$ cat src/hw/shs_consts.vh
// constants for the host status register block
`ifndef SHS_CONSTS_VH
`define SHS_CONSTS_VH
`define SHS_HOST_STATUS_OFS   8'h00
`define SHS_HOST_STATUS_RST   8'h00
`define SHS_BIT_BUSY          0
`define SHS_BIT_DONE          1
`define SHS_BIT_TGT_ERR       2
`define SHS_BIT_BUS_ERR       3
`define SHS_BIT_FAILED        4
`define SHS_BIT_ALERT         5
`define SHS_BIT_SEMA          6
`define SHS_BIT_BYTE          7
`define SHS_IRQ_MASK          8'h3E
`endif

$ cat src/hw/shs_host_status.v
// status register of the smbus host controller
`timescale 1ns/1ns
`include "shs_consts.vh"
// Functional notes
// - after reset the semaphore reads 0 once; that read arms it to 1
// - writing 1 makes the next semaphore read 0; writing 0 does nothing
// - alert flag sets when alert pin interrupts; never in gpio mode
// - alert flag clears only by write-1 or resume reset low
// - failed flag sets when software terminates a host transaction
// - bus error flag sets on a collision during a host transaction
// - failed and bus error flags clear by writing 1
// - target error sets on illegal command, unclaimed cycle or timeout
// - writing 1 clears target error and drops the request
// - done flag sets only when a command terminates successfully
// - done flag sets regardless of interrupt enable; polling works
// - writing 1 clears done flag and drops the request
// - busy reads 1 while a command runs, cleared on completion
// - writing 0 to any status bit leaves it unchanged
module shs_host_status (
  input  wire       clk,
  input  wire       resetn,
  input  wire       resume_reset_n,
  input  wire [7:0] reg_addr,
  input  wire       reg_rd,
  input  wire       reg_wr,
  input  wire [7:0] reg_wdata,
  output reg  [7:0] reg_rdata,
  input  wire       alert_pin_n,
  input  wire       alert_is_gpio,
  input  wire       alert_enable,
  input  wire       irq_enable,
  input  wire       mgmt_route,
  input  wire       cmd_start,
  input  wire       cmd_done_ok,
  input  wire       cmd_kill,
  input  wire       cmd_collision,
  input  wire       cmd_illegal,
  input  wire       cmd_unclaimed,
  input  wire       cmd_timeout,
  input  wire       byte_done,
  output wire       host_busy,
  output wire       irq,
  output wire       mgmt_irq_n
);
  reg        sema_ff;
  reg        busy_ff;
  reg        done_ff;
  reg        tgt_err_ff;
  reg        bus_err_ff;
  reg        failed_ff;
  reg        byte_ff;
  reg        alert_ff;
  reg        alert_prev_ff;
  reg        req_ff;
  wire       alert_s;
  wire       sel;
  wire       rd_hit;
  wire       wr_hit;
  wire [7:0] wclr;
  wire       alert_edge;
  wire [7:0] status;

  // alert pin is asynchronous to clk
  shs_sync u_alert_sync (
    .clk    (clk),
    .resetn (resetn),
    .d      (~alert_pin_n),
    .q      (alert_s)
  );

  assign sel    = (reg_addr == `SHS_HOST_STATUS_OFS);
  assign rd_hit = sel & reg_rd;
  assign wr_hit = sel & reg_wr;
  assign wclr   = wr_hit ? reg_wdata : 8'h00;
  assign alert_edge = alert_s & ~alert_prev_ff & alert_enable & ~alert_is_gpio;

  assign status = {byte_ff, sema_ff, alert_ff, failed_ff, bus_err_ff,
                   tgt_err_ff, done_ff, busy_ff};

  always @(posedge clk or negedge resetn) begin
    if (!resetn) begin
      alert_prev_ff <= 1'b0;
    end else begin
      alert_prev_ff <= alert_s;
    end
  end

  // semaphore: read returns current value, then arms to 1
  always @(posedge clk or negedge resetn) begin
    if (!resetn) begin
      sema_ff <= 1'b0;
    end else if (wclr[`SHS_BIT_SEMA]) begin
      sema_ff <= 1'b0;
    end else if (rd_hit) begin
      sema_ff <= 1'b1;
    end
  end

  // alert flag lives in the resume well, not the main reset
  always @(posedge clk or negedge resume_reset_n) begin
    if (!resume_reset_n) begin
      alert_ff <= 1'b0;
    end else if (alert_edge) begin
      alert_ff <= 1'b1;
    end else if (wclr[`SHS_BIT_ALERT]) begin
      alert_ff <= 1'b0;
    end
  end

  // a flag set wins over a write-1 clear in the same cycle; for busy, completion wins over start
  always @(posedge clk or negedge resetn) begin
    if (!resetn) begin
      busy_ff    <= 1'b0;
      done_ff    <= 1'b0;
      tgt_err_ff <= 1'b0;
      bus_err_ff <= 1'b0;
      failed_ff  <= 1'b0;
      byte_ff    <= 1'b0;
    end else begin
      // an illegal command runs nothing, so it must not leave busy stuck high
      if (cmd_done_ok | cmd_kill | cmd_collision | cmd_illegal | cmd_unclaimed | cmd_timeout)
        busy_ff <= 1'b0;
      else if (cmd_start & ~cmd_illegal)
        busy_ff <= 1'b1;
      if (cmd_done_ok)
        done_ff <= 1'b1;
      else if (wclr[`SHS_BIT_DONE])
        done_ff <= 1'b0;
      if (cmd_illegal | cmd_unclaimed | cmd_timeout)
        tgt_err_ff <= 1'b1;
      else if (wclr[`SHS_BIT_TGT_ERR])
        tgt_err_ff <= 1'b0;
      if (cmd_collision)
        bus_err_ff <= 1'b1;
      else if (wclr[`SHS_BIT_BUS_ERR])
        bus_err_ff <= 1'b0;
      if (cmd_kill)
        failed_ff <= 1'b1;
      else if (wclr[`SHS_BIT_FAILED])
        failed_ff <= 1'b0;
      if (byte_done)
        byte_ff <= 1'b1;
      else if (wclr[`SHS_BIT_BYTE])
        byte_ff <= 1'b0;
    end
  end

  // completion flag needs irq_enable to raise a request; alert has its own enable
  always @(posedge clk or negedge resetn) begin
    if (!resetn) begin
      req_ff <= 1'b0;
    end else begin
      req_ff <= (irq_enable & (done_ff | tgt_err_ff | bus_err_ff | failed_ff))
                | alert_ff;
    end
  end

  assign host_busy  = busy_ff;
  assign irq        = req_ff & ~mgmt_route;
  assign mgmt_irq_n = ~(req_ff & mgmt_route);

  always @(posedge clk or negedge resetn) begin
    if (!resetn) begin
      reg_rdata <= `SHS_HOST_STATUS_RST;
    end else if (rd_hit) begin
      reg_rdata <= status;
    end else begin
      reg_rdata <= 8'h00;
    end
  end
endmodule

$ cat src/hw/shs_sync.v
// two flip-flop synchroniser for a level input
`timescale 1ns/1ns
module shs_sync (
  input  wire clk,
  input  wire resetn,
  input  wire d,
  output wire q
);
  reg meta_ff;
  reg sync_ff;
  always @(posedge clk or negedge resetn) begin
    if (!resetn) begin
      meta_ff <= 1'b0;
      sync_ff <= 1'b0;
    end else begin
      meta_ff <= d;
      sync_ff <= meta_ff;
    end
  end
  assign q = sync_ff;
endmodule

$ cat config.mk
export PLATFORM = sky130hd
export DESIGN_NAME = shs_host_status
export DESIGN_NICKNAME = d
export VERILOG_FILES = /design/src/hw/shs_host_status.v /design/src/hw/shs_sync.v
export VERILOG_INCLUDE_DIRS = /design/src /design/src/hw
export SDC_FILE = /design/constraint.sdc
export NUM_CORES = 1
export LEC_CHECK = 0
export ABC_AREA = 1
export BUFFER_PORTS_ARGS = -buffer_cell sky130_fd_sc_hd__clkbuf_2
export CAP_MARGIN = 20
export CORE_MARGIN = 2
export CORE_UTILIZATION = 45
export DETAILED_ROUTE_END_ITERATION = 10
export PLACE_DENSITY = 0.91
export SYNTH_ARGS = -nofsm -noshare
export SYNTH_HDL_FRONTEND = slang
export SYNTH_SLANG_ARGS = --single-unit
export TNS_END_PERCENT = 50
$ cat constraint.sdc
create_clock -name clk -period 1.45 [get_ports clk]
set_clock_uncertainty 0.15 [all_clocks]
set_input_delay 0.29 -clock clk [delete_from_list [all_inputs] [get_ports clk]]
set_output_delay 0.29 -clock clk [all_outputs]
set_load 0.05 [all_outputs]
## Word level (Yosys, flattened, before mapping)

Index checks and enable logic that the tools add are counted.

| word-level totals | value |
|---|---|
| register bits after elaboration | 20 |
| logic and storage cells | 66 |
| input bits | 34 |
| output and inout bits | 11 |

| cells by class | value |
|---|---|
| bitwise gates (word level) | 26 |
| reductions and logical operators | 9 |
| mux-type cells | 18 |

Operator list:

| kind | count |
|---|---|
| two-way mux 1 bit | 16 |
| two-way mux 8 bit | 2 |
| nonzero test 2 bit | 8 |
| OR 1 bit | 11 |
| bitwise AND 1 bit | 9 |
| logical NOT 8 bit | 1 |
| inverter 1 bit | 6 |

## Depth between registers and ports, before layout

| depth | value |
|---|---|
| depth after elaboration | 6 |
| mapped depth | 7 |
| gate-level depth less buffers | 7 |

## Cells and area by module

A second synthesis with hierarchy kept.

| second synthesis, totals | value |
|---|---|
| cell total of the unflattened synthesis | 87 |
| area, all modules | 787.0 µm² |

Modules (own cells, without submodules):

| module | times used | cells each | seq. area each (µm²) | area an instance (µm²) |
|---|---|---|---|---|
| shs_host_status | 1 | 85 | 450.4 | 737.0 |
| shs_sync | 1 | 2 | 50.0 | 50.0 |

## Worst setup path after synthesis

Ideal clock, no wire load.

| timing | value |
|---|---|
| kind | register -> output |
| start point | register req_ff |
| end point | output port irq |
| data arrival time | 1,000 ps |
| cell stages (with the launch flop) | 3 |
| path slack | 10 ps |
| buffers on the path | 0 |
| cell sequence | dfrtp_1 -> inv_1 -> nor2_1 |

| between the ends | value |
|---|---|
| word-level cells in the longest chain between the ends | 1 |

Ends and longest elaborated chain:

| what | line | source |
|---|---|---|
| start, declared | shs_host_status.v:54 | `reg req_ff;` |
| start signal, assigned | shs_host_status.v:153 | `req_ff <= (irq_enable & (done_ff \| tgt_err_ff \| bus_err_ff \| failed_ff))` |
| bitwise AND 1 bit | shs_host_status.v:159 | `assign irq = req_ff & ~mgmt_route;` |
| end, declared | shs_host_status.v:42 | `output wire irq,` |

Every way passes these cells.

## Worst setup path in the final report

| timing | value |
|---|---|
| start point | register req_ff |
| end point | output port mgmt_irq_n |

| between the ends | value |
|---|---|
| word-level cells in the longest chain between the ends | 2 |

Ends and longest elaborated chain:

| what | line | source |
|---|---|---|
| bitwise AND 1 bit | shs_host_status.v:160 | `assign mgmt_irq_n = ~(req_ff & mgmt_route);` |
| inverter 1 bit | shs_host_status.v:160 |  |
| end, declared | shs_host_status.v:43 | `output wire mgmt_irq_n` |

Every way passes these cells.

==> reports/metrics.csv <==
metric,value,unit
outcome,completed,
Fillers,133,
Final Cell Area,1100,um2
#FFs+latches synth,20,
ANT cells,0,
total iterations of the first detailed-routing run,5,
area delta synth->final,39.3,%
Via Count,717,
slew margin rel.,0.707,
post-route ant nets,0,
Layout Nets,172,
peak supply drop,0.432,mV
initial core utilization,0.466,
die outline width,45.8,um
largest net degree at the start of global routing,20,
register area share after synthesis,0.636,
"Setup violations, final",0,
clk buf depth,2,
worst skew pair latency,0.28,ns
"Reg clk slew, reported paths",0.10,ns
GRT Residual Overflow,0,
dpl hpwl,1.34,mm
share of cells above drive strength 1,0.375,
Yosys warnings,0,
Max-Cap Viols,0,
Slew @ Worst Pin,0.440,ns
die height,45.8,um
GRT Total Usage,0.181,
root cell of the clock tree,clkbuf_4,
Post-Synthesis Cell Area,787,um2
CTS tree,yes,
Post-DP Area,1020,um2
WS Path Type,reg -> out,
Die ar.,2100,um2
Fin. Hold Viols,0,
vias in the first global route,717,
Post-Route WL,1.72,mm
first-pass GRT wire length,2.68,mm
Mapped Cells,87,
Top Ports,45,
worst min path class,in -> reg,
Worst Setup SP,req_ff,
PD cells,849,nW/um2
post-synthesis cell type count,12,
WL/cell,11.2,um
port bufs,43,
Finished Layout Cells,153,
GPL Wtd Cong,0.853,
startpoint types,register,
Final Max Slew Viols,0,
crit path capture type,primary output,
DP Cell Count,147,
Initial DRC Count,16,
Tmin final,1.41,ns
drt via density,4.69,
worst r2r src,alert_prev_ff,
row count,15,
CP arrival,0.97,ns
Lkg Pwr,0.696,nW
core area,1690,um2
Clock Sinks,20,
Critical Path Fanout Max,2,
Post-CTS Setup Inserts,0,
Setup TNS,0,ns
Final Util,0.649,
setup repair after global routing missed its margin,no,
hold path start,byte_done,
htree depth,1,
critical path required time,1.01,ns
DRC Markers,0,
fin crit share,0.974,
Post-Syn Nets,121,
fmax,708,MHz
"Avg Cell Area, Syn",9.05,um2
initial antenna violation count,0,
total CTS buffers,3,
cell usage in the layout, fill, tap and decap left out, drive strengths merged:
cell type,n
buf,1
nand3,9
nor3,1
or3,1
clkbuf,45
dfrtp,20
dlygate4sd3,3
nor2,15
a21oi,1
o21ai,1
nand2,21
inv,18
metal layers:
layer | part of all wire | GRT usage | wire length (um)
met2 | 0.56 | 0.344 | 959
met5 | 0 | 0 | 0
met3 | 0.085 | 0.0278 | 146
met4 | 0.020 | 0.109 | 34
met1 | 0.34 | 0.180 | 581
power breakdown:
group / internal (mW) / switching, mW
Sequential: 0.566 / 0.00380
Combinational: 0.0543 / 0.0627
Clock: 0.0964 / 0.147
cell usage after synthesis:
| cell type | number | area share |
|---|---|---|
| or3_1 | 1 | 0.0080 |
| a21oi_1 | 1 | 0.0064 |
| dfrtp_1 | 20 | 0.64 |
| nor3_1 | 1 | 0.0064 |
| inv_1 | 18 | 0.086 |
| nand2_2 | 1 | 0.0080 |
| o21ai_0 | 1 | 0.0064 |
| nor2_1 | 14 | 0.067 |
| nand2_1 | 19 | 0.091 |
| nand3_1 | 9 | 0.057 |
| nor2_4 | 1 | 0.014 |
| nand2_4 | 1 | 0.014 |
path summary, 6_finish.rpt:
| check | cells past startpoint | slack [ns] | endpoint |
|---|---|---|---|
| max in group asynchronous | 2 | 0.52 | tgt_err_ff |
| worst max register to register | 2 | 0.44 | alert_ff |
| worst min register to register | 0 | 0.22 | u_alert_sync.q |
| worst max-delay path | 2 | 0.04 | mgmt_irq_n |
| worst min-delay path | 3 | 0.04 | byte_ff |
| min in group asynchronous | 2 | 0.16 | alert_ff |
flip-flops by register name (all words and copies together) (netlist names):
name and count:
req_ff 1, tgt_err_ff 1, failed_ff 1, alert_ff 1
u_alert_sync.meta_ff 1, reg_rdata 8, done_ff 1, host_busy 1
bus_err_ff 1, sema_ff 1, u_alert_sync.q 1, alert_prev_ff 1
byte_ff 1
metrics by stage:
step | worst slack, ns | power, mW | hold WS [ns]
floorplan | 0.00958 | 0.617 | -0.156
global placement | 0.194 | 0.680 | -0.0847
detailed placement | 0.113 | 0.684 | -0.0847
CTS | 0.0106 | 0.929 | 0.0378
global route | 0.00374 | 0.971 | 0.0544
finish | 0.0377 | 0.930 | 0.0413
worst max-delay path, cell delays in order, from the launching register on:
cell and delay, ns:
dfrtp_1 0.40, nand2_1 0.07, clkbuf_4 0.22
layout make-up:
cell class | count | area (um2) | area share
Sequential cell | 20 | 500 | 0.457
Timing Repair Buffer | 46 | 258 | 0.235
Multi-Input combinational cell | 49 | 226 | 0.207
Inverter | 18 | 67.6 | 0.0616
Clock buffer | 3 | 22.5 | 0.0205
Tap cell | 17 | 21.3 | 0.0194
kinds of logic (layout without fill, tap and decap cells):
| family | count (synthesis) | after routing | share of synthesized area |
|---|---|---|---|
| AO/OA/AOI/OAI | 2 | 2 | 0.0127 |
| flip-flops | 20 | 20 | 0.636 |
| buffers and inverters | 18 | 67 | 0.0858 |
| AND/OR/NAND/NOR | 47 | 47 | 0.266 |
repair_timing:
action | in CTS | in global routing
hold buffers | 3 | 0
pin swaps | 0 | 1
resized for setup | 3 | 4
hold endpoints to repair | 21 | 0
endpoints found under the setup margin | 2 | 1
(Power assumes the default switching activity.)
